File: config.mk
export PLATFORM = sky130hd
export DESIGN_NAME = pdm_pin_mux
export DESIGN_NICKNAME = d
export VERILOG_FILES = /design/src/rtl/pdm_pkg.sv /design/src/rtl/pdm_pin_cell.sv /design/src/rtl/pdm_pin_mux.sv
export SDC_FILE = /design/constraint.sdc
export NUM_CORES = 1
export LEC_CHECK = 0
export ABC_CLOCK_PERIOD_IN_PS = 2200
export BUFFER_PORTS_ARGS = -buffer_cell sky130_fd_sc_hd__buf_2
export CAP_MARGIN = 10
export CORE_MARGIN = 5
export CORE_UTILIZATION = 47
export CTS_CLUSTER_SIZE = 8
export DETAILED_ROUTE_END_ITERATION = 8
export GPL_ROUTABILITY_DRIVEN = 1
export MAX_ROUTING_LAYER = met4
export PLACE_DENSITY = 0.83
export SLEW_MARGIN = 20
export SYNTH_ARGS = -nofsm -noshare
export SYNTH_HDL_FRONTEND = slang
export SYNTH_SLANG_ARGS = --single-unit
export TNS_END_PERCENT = 10
File: constraint.sdc
create_clock -name clk_i -period 2.2 [get_ports clk_i]
set_clock_uncertainty 0.05 [all_clocks]
set_input_delay 0 -clock clk_i [delete_from_list [all_inputs] [get_ports clk_i]]
set_output_delay 0 -clock clk_i [all_outputs]
set_load 0.02 [all_outputs]
File: src/rtl/pdm_pkg.sv
// constants shared by the port d/e pin function mux
// Notes on behaviour
// - after reset d0/d1 are gpio; port d peripheral enable bit 0 hands d0 over
// - select bit 4 picks chip select 2 or second can transmit on d0
// - port d peripheral enable bit 1 hands d1 to its peripheral
// - select bit 5 picks chip select 3 output or second can receive on d1
// - every gpio pin has its own direction bit
// - chip selects 2 to 7 come decoded from the external memory interface
// - idle drive low floats chip selects 2 to 7 while the bus is idle
// - d2 to d5 reset as gpio inputs with pull-ups on
// - clearing port d pull-up bit n turns off the pull-up on pin n
// - second can receive keeps a pull-up governed by port d pull-up bit 1
// - e0/e1 reset to first serial port: transmit on e0, receive on e1
// - clearing port e pull-up bit 0 or 1 turns off that pin's pull-up
package pdm_pkg;
  localparam int unsigned PD_W            = 6;
  localparam int unsigned PE_W            = 2;
  localparam int unsigned SEL_W           = 8;
  localparam int unsigned SEL_D0_BIT      = 4;
  localparam int unsigned SEL_D1_BIT      = 5;
  localparam logic [5:0]  PD_PER_RST      = 6'h00;
  localparam logic [1:0]  PE_PER_RST      = 2'h3;
  localparam logic [5:0]  PD_PULLUP_RST   = 6'h3f;
  localparam logic [1:0]  PE_PULLUP_RST   = 2'h3;
  localparam logic [7:0]  SEL_RST         = 8'h00;
endpackage

File: src/rtl/pdm_pin_cell.sv
// one muxed pin: gpio versus peripheral output, enable and pull-up
`timescale 1ns/1ps
module pdm_pin_cell (
  input  wire logic per_en_i,
  input  wire logic gpio_out_i,
  input  wire logic gpio_oe_i,
  input  wire logic per_out_i,
  input  wire logic per_oe_i,
  input  wire logic pullup_en_i,
  output logic      pad_out_o,
  output logic      pad_oe_o,
  output logic      pad_pu_o
);
  always_comb begin
    pad_out_o = per_en_i ? per_out_i : gpio_out_i;
    pad_oe_o  = per_en_i ? per_oe_i  : gpio_oe_i;
    pad_pu_o  = pullup_en_i & ~pad_oe_o;
  end
endmodule // pdm_pin_cell

File: src/rtl/pdm_pin_mux.sv
// port d pins 0-5 and port e pins 0-1 function mux with registered pad outputs
`timescale 1ns/1ps
module pdm_pin_mux #(
  parameter int unsigned PD_W = pdm_pkg::PD_W,
  parameter int unsigned PE_W = pdm_pkg::PE_W
) (
  input  wire logic            clk_i,
  input  wire logic            rstn_i,
  // software configuration
  input  wire logic [PD_W-1:0] port_d_peripheral_enable_i,
  input  wire logic [PE_W-1:0] port_e_peripheral_enable_i,
  input  wire logic [7:0]      peripheral_function_select_i,
  input  wire logic [PD_W-1:0] port_d_pullup_enable_i,
  input  wire logic [PE_W-1:0] port_e_pullup_enable_i,
  input  wire logic            idle_drive_select_i,
  input  wire logic            config_load_i,
  // gpio data and direction
  input  wire logic [PD_W-1:0] port_d_gpio_out_i,
  input  wire logic [PD_W-1:0] port_d_gpio_dir_i,
  input  wire logic [PE_W-1:0] port_e_gpio_out_i,
  input  wire logic [PE_W-1:0] port_e_gpio_dir_i,
  output logic      [PD_W-1:0] port_d_gpio_in_o,
  output logic      [PE_W-1:0] port_e_gpio_in_o,
  // external memory interface chip selects 2..7, active low
  input  wire logic [5:0]      chip_select_n_i,
  input  wire logic            ext_bus_active_i,
  // second can and first serial port
  input  wire logic            second_can_transmit_i,
  output logic                 second_can_receive_o,
  input  wire logic            serial0_transmit_i,
  output logic                 serial0_receive_o,
  // pads
  input  wire logic [PD_W-1:0] port_d_pad_i,
  input  wire logic [PE_W-1:0] port_e_pad_i,
  output logic      [PD_W-1:0] port_d_pad_o,
  output logic      [PD_W-1:0] port_d_pad_oe_o,
  output logic      [PD_W-1:0] port_d_pad_pu_o,
  output logic      [PE_W-1:0] port_e_pad_o,
  output logic      [PE_W-1:0] port_e_pad_oe_o,
  output logic      [PE_W-1:0] port_e_pad_pu_o,
  output logic                 port_d_function_status_o
);
  // configuration registers, loaded by config_load_i
  logic [PD_W-1:0] d_per_r, d_per_nxt, d_pu_r, d_pu_nxt;
  logic [PE_W-1:0] e_per_r, e_per_nxt, e_pu_r, e_pu_nxt;
  logic [7:0]      sel_r, sel_nxt;
  logic            drv_r, drv_nxt;

  always_comb begin
    d_per_nxt = d_per_r;
    e_per_nxt = e_per_r;
    d_pu_nxt  = d_pu_r;
    e_pu_nxt  = e_pu_r;
    sel_nxt   = sel_r;
    drv_nxt   = drv_r;
    if (config_load_i) begin
      d_per_nxt = port_d_peripheral_enable_i;
      e_per_nxt = port_e_peripheral_enable_i;
      d_pu_nxt  = port_d_pullup_enable_i;
      e_pu_nxt  = port_e_pullup_enable_i;
      sel_nxt   = peripheral_function_select_i;
      drv_nxt   = idle_drive_select_i;
    end
  end

  always_ff @(posedge clk_i) begin
    if (!rstn_i) begin
      d_per_r <= PD_W'(pdm_pkg::PD_PER_RST);
      e_per_r <= PE_W'(pdm_pkg::PE_PER_RST);
      d_pu_r  <= PD_W'(pdm_pkg::PD_PULLUP_RST);
      e_pu_r  <= PE_W'(pdm_pkg::PE_PULLUP_RST);
      sel_r   <= pdm_pkg::SEL_RST;
      drv_r   <= 1'b0;
    end else begin
      d_per_r <= d_per_nxt;
      e_per_r <= e_per_nxt;
      d_pu_r  <= d_pu_nxt;
      e_pu_r  <= e_pu_nxt;
      sel_r   <= sel_nxt;
      drv_r   <= drv_nxt;
    end
  end

  // peripheral side of each port d pin
  logic [PD_W-1:0] d_po, d_poe, d_out, d_oe, d_pu;
  logic            d0_can, d1_can, cs_drive;
  always_comb begin
    d0_can   = sel_r[pdm_pkg::SEL_D0_BIT];
    d1_can   = sel_r[pdm_pkg::SEL_D1_BIT];
    cs_drive = ext_bus_active_i | drv_r;
    d_po     = chip_select_n_i[PD_W-1:0];
    d_poe    = {PD_W{cs_drive}};
    if (d0_can) begin
      // can transmit is open drain: only drives low
      d_po[0]  = 1'b0;
      d_poe[0] = ~second_can_transmit_i;
    end
    if (d1_can) begin
      d_po[1]  = 1'b0;
      d_poe[1] = 1'b0;
    end
  end

  for (genvar i = 0; i < PD_W; i++) begin : g_pd
    pdm_pin_cell u_cell (
      .per_en_i    (d_per_r[i]),
      .gpio_out_i  (port_d_gpio_out_i[i]),
      .gpio_oe_i   (port_d_gpio_dir_i[i]),
      .per_out_i   (d_po[i]),
      .per_oe_i    (d_poe[i]),
      .pullup_en_i (d_pu_r[i]),
      .pad_out_o   (d_out[i]),
      .pad_oe_o    (d_oe[i]),
      .pad_pu_o    (d_pu[i])
    );
  end

  logic [PE_W-1:0] e_po, e_poe, e_out, e_oe, e_pu;
  always_comb begin
    e_po     = '0;
    e_poe    = '0;
    e_po[0]  = serial0_transmit_i;
    e_poe[0] = 1'b1;
  end

  for (genvar j = 0; j < PE_W; j++) begin : g_pe
    pdm_pin_cell u_cell (
      .per_en_i    (e_per_r[j]),
      .gpio_out_i  (port_e_gpio_out_i[j]),
      .gpio_oe_i   (port_e_gpio_dir_i[j]),
      .per_out_i   (e_po[j]),
      .per_oe_i    (e_poe[j]),
      .pullup_en_i (e_pu_r[j]),
      .pad_out_o   (e_out[j]),
      .pad_oe_o    (e_oe[j]),
      .pad_pu_o    (e_pu[j])
    );
  end

  // input routing: gpio sees its pin only in gpio mode, peripheral inputs idle high
  logic [PD_W-1:0] d_gin;
  logic [PE_W-1:0] e_gin;
  logic            can_rx, sci_rx;
  always_comb begin
    d_gin  = port_d_pad_i & ~d_per_r;
    e_gin  = port_e_pad_i & ~e_per_r;
    can_rx = (d_per_r[1] & d1_can) ? port_d_pad_i[1] : 1'b1;
    sci_rx = e_per_r[1] ? port_e_pad_i[1] : 1'b1;
  end

  always_ff @(posedge clk_i) begin
    if (!rstn_i) begin
      port_d_pad_o             <= '0;
      port_d_pad_oe_o          <= '0;
      port_d_pad_pu_o          <= PD_W'(pdm_pkg::PD_PULLUP_RST);
      port_e_pad_o             <= '0;
      port_e_pad_oe_o          <= '0;
      port_e_pad_pu_o          <= PE_W'(pdm_pkg::PE_PULLUP_RST);
      port_d_gpio_in_o         <= '0;
      port_e_gpio_in_o         <= '0;
      second_can_receive_o     <= 1'b1;
      serial0_receive_o        <= 1'b1;
      port_d_function_status_o <= 1'b0;
    end else begin
      port_d_pad_o             <= d_out;
      port_d_pad_oe_o          <= d_oe;
      port_d_pad_pu_o          <= d_pu;
      port_e_pad_o             <= e_out;
      port_e_pad_oe_o          <= e_oe;
      port_e_pad_pu_o          <= e_pu;
      port_d_gpio_in_o         <= d_gin;
      port_e_gpio_in_o         <= e_gin;
      second_can_receive_o     <= can_rx;
      serial0_receive_o        <= sci_rx;
      port_d_function_status_o <= |d_per_r;
    end
  end
endmodule // pdm_pin_mux

Yosys cells after proc, flatten, opt, wreduce, memory -nomap -nowiden
Index checks and enable logic that the tools add are counted.
- muxes and demuxes: 19
- bitwise gates (word level): 24
- reductions and logical operators: 4
- operators with widths (cell ; count):
    1-bit two-way mux ; 19
    1-bit NOT ; 10
    1-bit bitwise AND ; 9
    6-bit bitwise AND ; 1
    6-bit NOT ; 1
    6-bit OR reduction ; 1
    2-bit AND reduction ; 2
    2-bit bitwise AND ; 1
    2-bit NOT ; 1
    2-bit OR reduction ; 1
    1-bit OR ; 1
- bits in registers: 58
- input bits: 61
- output and inout port bits: 35
- logic and storage cells: 65

Longest topological paths before layout
Gate-level depths: netlist of run 1.
- depth after elaboration: 5
- gate-level depth with buffers: 5
- depth with buffers taken out: 3

Hierarchy
From an unflattened synthesis of run 1, not the netlist that was laid out.
- cells, all modules: 183
- area total of the unflattened synthesis: 1973.1 um^2
- by module, submodules not included (module ; times used ; cells each ; area an instance (um^2) ; seq. area each (um^2)):
    pdm_pin_mux ; 1 ; 151 ; 1682.9 ; 1081.0
    pdm_pin_cell ; 8 ; 4 ; 36.3 ; 0.0

Worst setup path after synthesis of run 1
Ideal clock, no wire load.
- kind: register to register
- from: reg d_per_r[5]
- to: reg port_d_function_status_o
- setup time: 0.120 ns
- data arrival time: 1.066 ns
- data required time: 2.030 ns
- setup slack: 0.964 ns
- cell stages (with the launch flop): 3
- path buffers: 0
- period minus slack after synthesis: 1.236 ns
- cells stage by stage: dfxtp_1 > or4_1 > o31a_1
- longest elaborated chain between the ends: 1
- RTL lines (what ; line ; RTL):
    start: declaration ; pdm_pin_mux.sv:44 ; logic [PD_W-1:0] d_per_r, d_per_nxt, d_pu_r, d_pu_nxt;
    start signal: assignment ; pdm_pin_mux.sv:68 ; d_per_r <= PD_W'(pdm_pkg::PD_PER_RST);
    start signal: assignment ; pdm_pin_mux.sv:75 ; d_per_r <= d_per_nxt;
    6-bit OR reduction ; pdm_pin_mux.sv:175 ; port_d_function_status_o <= |d_per_r;
    end signal: assignment ; pdm_pin_mux.sv:175 ;
    end: declaration ; pdm_pin_mux.sv:41 ; output logic port_d_function_status_o
No other way between the ends.
A chain may end at the register's enable or synchronous reset.

Final worst setup path of run 1
- from: reg d_per_r[0]
- to: reg port_d_pad_oe_o[0]
- longest elaborated chain between the ends: 1
- RTL lines (what ; line ; RTL):
    1-bit two-way mux ; pdm_pin_cell.sv:16 ; pad_oe_o = per_en_i ? per_oe_i : gpio_oe_i;
    end signal: assignment ; pdm_pin_mux.sv:166 ; port_d_pad_oe_o <= d_oe;
    end: declaration ; pdm_pin_mux.sv:36 ; output logic [PD_W-1:0] port_d_pad_oe_o,
No other way between the ends.

==> results of run 1 <==
-- sequential cells by signal, indices dropped and copies added (netlist names), 6 cells and up --
register          flops
port_d_gpio_in_o      6
d_per_r               6
port_d_pad_pu_o       6
d_pu_r                6
port_d_pad_oe_o       6
port_d_pad_o          6
-- layer usage --
metal | wire length [um] | GRT usage, % | vias up
met3 | 314 | 4.29 | 12
met1 | 1900 | 20.9 | 787
li1 | - | - | 859
met5 | 0 | - | -
met4 | 124 | 8.77 | 0
met2 | 2580 | 36.9 | 58
-- synth_stat cells, drive strengths merged --
cell type,number,area [um2]
mux2i,17,170
buf,3,17.5
or4,1,7.51
o31a,1,8.76
and2,7,43.8
clkbuf,6,22.5
a21oi,6,30.0
o21a,2,15.0
a21boi,2,15.0
nand2,17,63.8
nor3,1,5.00
nand2b,2,12.5
o21ai,6,30.0
nand3b,4,30.0
nor3b,1,7.51
inv,8,30.0
nor2b,16,100
nand3,1,5.00
nand4b,1,8.76
and3b,1,8.76
o211ai,7,52.6
dfxtp,54,1080
nor2,11,41.3
o31ai,1,7.51
a2bb2oi,1,8.76
-- power groups by stage --
stage | Sequential [W] | Combinational, W | Clock [W]
after floorplan | 0.00114 | 0.0000994 | 0
after detailed placement | 0.00109 | 0.000258 | 0
after global placement | 0.00109 | 0.000252 | 0
after global routing | 0.00108 | 0.000361 | 0.000646
final | 0.00107 | 0.000330 | 0.000589
after CTS | 0.00107 | 0.000328 | 0.000604
-- final timing paths --
kind                            slack (ps)            endpoint
worst max register to register         690  port_d_pad_oe_o[0]
worst max-delay path                   690  port_d_pad_oe_o[0]
worst min-delay path                    10  port_d_pad_pu_o[4]
worst min register to register         380   serial0_receive_o
-- critical path: cells and delay by family, from the launching register on --
kind,cells,cell delay (ps)
simple gates,1,150
flops,1,470
buf+inv,1,580
compound gates,1,210
-- kinds of logic (layout without fill, tap and decap cells) --
kind of cell / Yosys count / in the layout / share of synthesized area, %
flops: 54 / 54 / 59.3
simple gates: 63 / 63 / 18.3
buf+inv: 17 / 153 / 3.84
compound gates: 26 / 26 / 9.20
other cells: 0 / 1 / 0
mux: 17 / 17 / 9.33
-- cell usage in the layout, fill, tap and decap left out, drive strengths merged --
cell type    count
nand2           17
a21boi           2
clkinv           1
buf             90
inv              8
dfxtp           54
nand3b           4
nand3            1
nor2            11
nand4b           1
nand2b           2
or4              1
o31a             1
mux2i           17
and3b            1
nor3b            1
and2             7
a21oi            6
nor3             1
o31ai            1
dlygate4sd3     47
o211ai           7
o21ai            6
a2bb2oi          1
nor2b           16
clkbuf           7
diode            1
o21a             2
-- area by class of cell --
class / instances / area share, %
Sequential cell: 54 / 37.6
Timing Repair Buffer: 137 / 32.1
Multi-Input combinational cell: 106 / 23.4
Clock buffer: 7 / 3.35
Tap cell: 48 / 2.09
Inverter: 8 / 1.04
Clock inverter: 1 / 0.305
Antenna cell: 1 / 0.0871
-- metrics by stage --
stage	power [W]	hold slack, ps	std cells
floorplan	0.00124	55.9	177
global placement	0.00134	149	306
detailed placement	0.00135	151	306
global route	0.00209	30.6	361
finish	0.00199	9.88	362
CTS	0.00200	2.62	361
==> summary.md, run 1 <==
| Metric | Value |
|---|---|
| Std cell rows | `22` |
| Crit path from | `d_per_r[0]` |
| Slowest-stage cell, CP | `dlygate4sd3_1` |
| Max H-tree Level | `2` |
| Worst path cell trace | `nand3_1 -> o21ai_0 -> dlygate4sd3_1` |
| Crit start category | `flip-flop` |
| Combinational power share | `around 17%` |
| Min Tclk post-route | `1510 ps` |
| Post-CTS resize count | `0` |
| P_sw | `about 0.0005 W` |
| Largest net degree at the start of global routing | `30` |
| Fraction of layout instances using a drive strength above 1 | `a little under a third` |
| GR Util All Layers | `~20%` |
| Status | `finished, final reports clean` |
| Crit Path Max Fanout | `8` |
| Detailed Routing Iterations Pass 1 | `4` |
| Core footprint | `approximately 3700 um2` |
| Initial DRC Count | `87` |
| Vias in the first global route | `around 1,800` |
| Cell-internal power | `around 0.0015 W` |
| Via-per-instance ratio | `4.74` |
| CP Capture Type | `flip-flop` |
| Clk sinks | `54` |
| Synthesis Warnings | `0` |
| First-pass GRT wire length | `7990 um` |
| Post-DRT Antenna Nets | `0` |
| Hold depth | `4` |
| P per Cell Area | `693 nW/um2` |
| Max_cap viols | `0` |
| WL/cell | `approximately 14 um` |
| Clock power frac | `roughly 30%` |
| Sw frac | `24.5%` |
| Crit path largest cell delay | `580 ps` |
| Sequential cell area | `between 1000 and 1500 um2` |
| Clk pin slew, worst setup/hold paths | `90 ps` |
| Post-DP Area | `2300 um2` |
| Initial antenna violation count | `0` |
| Peak supply drop | `between 400 and 500 uV` |
| Pleak | `1.41 nW` |
| F_max | `~660 MHz` |
| DR vias | `1,716` |
| HP Class | `input pin to flip-flop` |
| Dpl hpwl | `~3100 um` |
| Min-delay src | `port_d_gpio_dir_i[4]` |
| Final Hold Viols | `0` |
| Hold buffers post-CTS | `47` |
| Design area | `2870 um2` |
| Multi-input logic area | `around 670 um2` |
| I/O Pins | `96` |
| Post-route clock period utilization | `slightly below 70%` |
| CTS tree | `yes` |
| Rel. slew slack | `60.5%` |
| Post-Syn Nets | `238` |
| # setup viols final | `0` |
| Distinct cells, synth | `26` |
| Area growth syn-to-layout | `57.7%` |
| Die Y | `72.3 um` |
| Critical path class | `flip-flop to flip-flop` |
| Mapped Area | `1820 um2` |
| Layout Nets | `about 370` |
| Setup bufs post-CTS | `0` |
| GP Congestion | `0.707` |
| Least-Margin Pin Slew | `a little under 600 ps` |
| CTS Buffer Depth | `2` |
| Critical Path RT | `between 2000 and 2500 ps` |
| Port bufs | `89` |
| Worst-skew pair later-pin latency | `300 ps` |
| Mapped Cells | `between 150 and 200` |
| Unrepaired setup endpoints after global routing | `no` |
| Pins Over Slew Limit | `0` |
| Reg2reg start | `d_per_r[0]` |
| Initial Util | `49.1%` |
| Number of buffers created by CTS | `5` |
| Dpl ws | `888 ps` |
| WL final | `4920 um` |
| # fillers | `262` |
| Cell depth of the worst flop-to-flop path | `3` |
| Post-synthesis sequential area ratio | `around three fifths` |
| Die width | `between 70 and 80 um` |
| Worst Path Arrival | `1700 ps` |
| Sequential Power Share | `approximately 54%` |
| Seq cells post-synth | `54` |
| Die area | `approximately 5200 um2` |
| Avg Inst Size Synth | `10.3 um2` |
| Residual DRC | `0` |
| Final TNS setup | `0 ps` |
| GR Overflow Total | `0` |
| Final Util | `77.3%` |
| Post-route setup slack | `691 ps` |
| Root buffer cell | `clkbuf_8` |
Note: power is estimated with default switching activity, not from simulation.
==> run 2, diff against run 1 <==
- ABC_CLOCK_PERIOD_IN_PS: 2200 -> 1200
- CORE_UTILIZATION: 47 -> 39
- PLACE_DENSITY: 0.83 -> 0.74
- clock period: 2.2 -> 1.2 ns (I/O delays scaled with it)
==> run 2 against run 1 <==
The run now ends with setup timing left. Highest routed layer unchanged. Routed wire length increased by 1.1%. Sequential share of layout area decreased by 1.1 points. Non-clock buffer count grew 9. Largest cell class unchanged. Die area rose by 18%. Via count fell by 0.23%.
==> summary.md, run 2 (synthesized netlist as in run 1, its figures left out) <==
| Metric | Value |
|---|---|
| Slowest-stage cell, CP | `or4_1` |
| DR vias | `1,712 (-0.23%)` |
| Post-route clock period utilization | `103% (+35 points)` |
| Worst Path Arrival | `1380 ps (-320 ps)` |
| Diode count | `0 (-1)` |
| F_max | `806 MHz (+22%)` |
| Clk sinks | `54 (unchanged)` |
| Failing checks | `setup timing` |
| GR Util All Layers | `17.4% (-2.9 points)` |
| HP Class | `input pin to flip-flop` |
| Die width | `78.4 um (+8.4%)` |
| Detailed Routing Iterations Pass 1 | `4 (unchanged)` |
| Std cell rows | `24 (+9.1%)` |
| First-pass GRT wire length | `8140 um (+1.8%)` |
| Largest delay share family, worst path | `simple AND/OR/NAND/NOR gates` |
| Worst-skew pair later-pin latency | `300 ps (about the same)` |
| Initial DRC Count | `60 (-31%)` |
| Peak supply drop | `897 uV (+100%)` |
| CTS tree | `yes` |
| Critical Path RT | `1340 ps (-1060 ps)` |
| GP Congestion | `0.750 (+6.1%)` |
| Max H-tree Level | `2 (unchanged)` |
| WL/cell | `13.3 um (-2.1%)` |
| Critical path class | `flip-flop to flip-flop` |
| Dpl hpwl | `3250 um (+5.8%)` |
| Vias in the first global route | `1,761 (-1.7%)` |
| Final Instance Count excl. Fillers | `374 (+3.3%)` |
| CTS Buffer Depth | `2 (unchanged)` |
| Commonest non-fill, non-tap cells in the layout | `buf_2 (89), dfxtp_1 (53), dlygate4sd3_1 (50)` |
| Post-route setup slack | `-40.2 ps (-731 ps)` |
| Residual DRC | `0 (unchanged)` |
| Most common cell after layout, fill and taps aside | `buf_2` |
| CP Capture Type | `flip-flop` |
| Post-DRT Antenna Nets | `0 (unchanged)` |
| Buf+Inv Stages, Crit Path | `0 (-1)` |
| Crit start category | `flip-flop` |
| Worst hold slack | `67.0 ps (+57.2 ps)` |
| Worst path cell trace | `or4_1 -> o31a_1` |
| I/O Pins | `96 (unchanged)` |
| Initial Util | `41.0% (-8.0 points)` |
| Final Util | `66.7% (-11 points)` |
| P per Cell Area | `1230 nW/um2 (+78%)` |
| Unrepaired setup endpoints after global routing | `yes` |
| Pins Over Slew Limit | `0 (unchanged)` |
| Min Tclk post-route | `1240 ps (-269 ps)` |
| Fraction of layout instances using a drive strength above 1 | `32.9% (+1.6 points)` |
| DP Cell Count | `316 (+3.3%)` |
| Clk pin slew, worst setup/hold paths | `90 ps (about the same)` |
| # fillers | `341 (+30%)` |
| Root buffer cell | `clkbuf_8` |
| Final Hold Viols | `0 (unchanged)` |
| Via-per-instance ratio | `4.58 (-3.4%)` |
| Die area | `6140 um2 (+18%)` |
| Number of buffers created by CTS | `5 (unchanged)` |
| Crit path largest cell delay | `520 ps (-60 ps)` |
| Pleak | `1.45 nW (+2.9%)` |
| Crit Path Max Fanout | `2 (-6)` |
| Die Y | `78.4 um (+8.4%)` |
| Max_cap viols | `0 (unchanged)` |
| Port bufs | `89 (unchanged)` |
| Largest net degree at the start of global routing | `26 (-13%)` |
| Rel. slew slack | `79.3% (+19 points)` |
| Least-Margin Pin Slew | `311 ps (-281 ps)` |
| # setup viols final | `1 (+1)` |
| Initial antenna violation count | `0 (unchanged)` |
| Layout Nets | `382 (+2.4%)` |
| GR Overflow Total | `0 (unchanged)` |
| Core footprint | `4440 um2 (+20%)` |
| WL final | `4980 um (+1.1%)` |
| Area growth syn-to-layout | `62.5%` |
| Status | `finished with violations` |
-- run 2: changes by cell type in the layout (fill, tap and decap cells not counted), sizes merged --
cell and change:
dlygate4sd3 +3, clkinv +1, diode -1, buf +6, clkbuf -1
-- run 2: timing repair --
action,4_1_cts,5_1_grt
gates resized for setup,0,1
hold endpoints to repair,45,0
pin swaps,1,0
hold buffers,50,0
endpoints found under the setup margin,1,7
buffers inserted,0,0
-- run 2: layer usage --
metal / GRT usage, % / part of all wire [%] / vias to the layer above
met2: 31.2 / 52 / 61
met4: 7.52 / 2.3 / 0
met5: - / 0 / -
met1: 18.6 / 41 / 770
met3: 3.55 / 4.8 / 10
li1: - / - / 871
-- run 2: worst min-delay path, cell delays in order --
cell	delay, ps
buf_2	110
nor2_1	80
a21oi_1	60
o21ai_0	140
-- run 2: power breakdown --
group / total, W / internal [W] / switching (W)
Sequential: 0.00195 / 0.00191 / 0.0000426
Clock: 0.00106 / 0.000476 / 0.000585
Combinational: 0.000638 / 0.000335 / 0.000303
Total: 0.00365 / 0.00272 / 0.000930
-- run 2: final timing paths --
path                            slack, ps                        to  cells after the start            startpoint
worst max-delay path                  -40  port_d_function_status_o                      2            d_per_r[2]
worst min-delay path                   70        port_d_pad_pu_o[2]                      4  port_d_gpio_dir_i[2]
worst max register to register        -40  port_d_function_status_o                      2            d_per_r[2]
worst min register to register        380         serial0_receive_o                      1            e_per_r[1]
-- run 2: cell type report --
cell class / instances / area [um2] / share of cell area (%)
flip-flops and latches: 54 / 1080 / 36.5
repair buffers: 146 / 1010 / 34.1
clock inverters: 2 / 17.5 / 0.591
clock buffers: 6 / 82.6 / 2.79
well taps: 52 / 65.1 / 2.20
multi-input cells: 106 / 674 / 22.8
inverters: 8 / 30.0 / 1.01
-- run 2: stage by stage --
step / instance area [um2] / worst slack [ps] / power (W) / setup TNS (ps)
finish: 2960 / -40.2 / 0.00365 / -40.2
floorplan: 1820 / -22.7 / 0.00228 / -22.7
global route: 2960 / -85.9 / 0.00383 / -85.9
CTS: 2960 / -42.3 / 0.00368 / -42.3
global placement: 2360 / -10.1 / 0.00249 / -10.1
detailed placement: 2360 / -24.2 / 0.00250 / -24.2
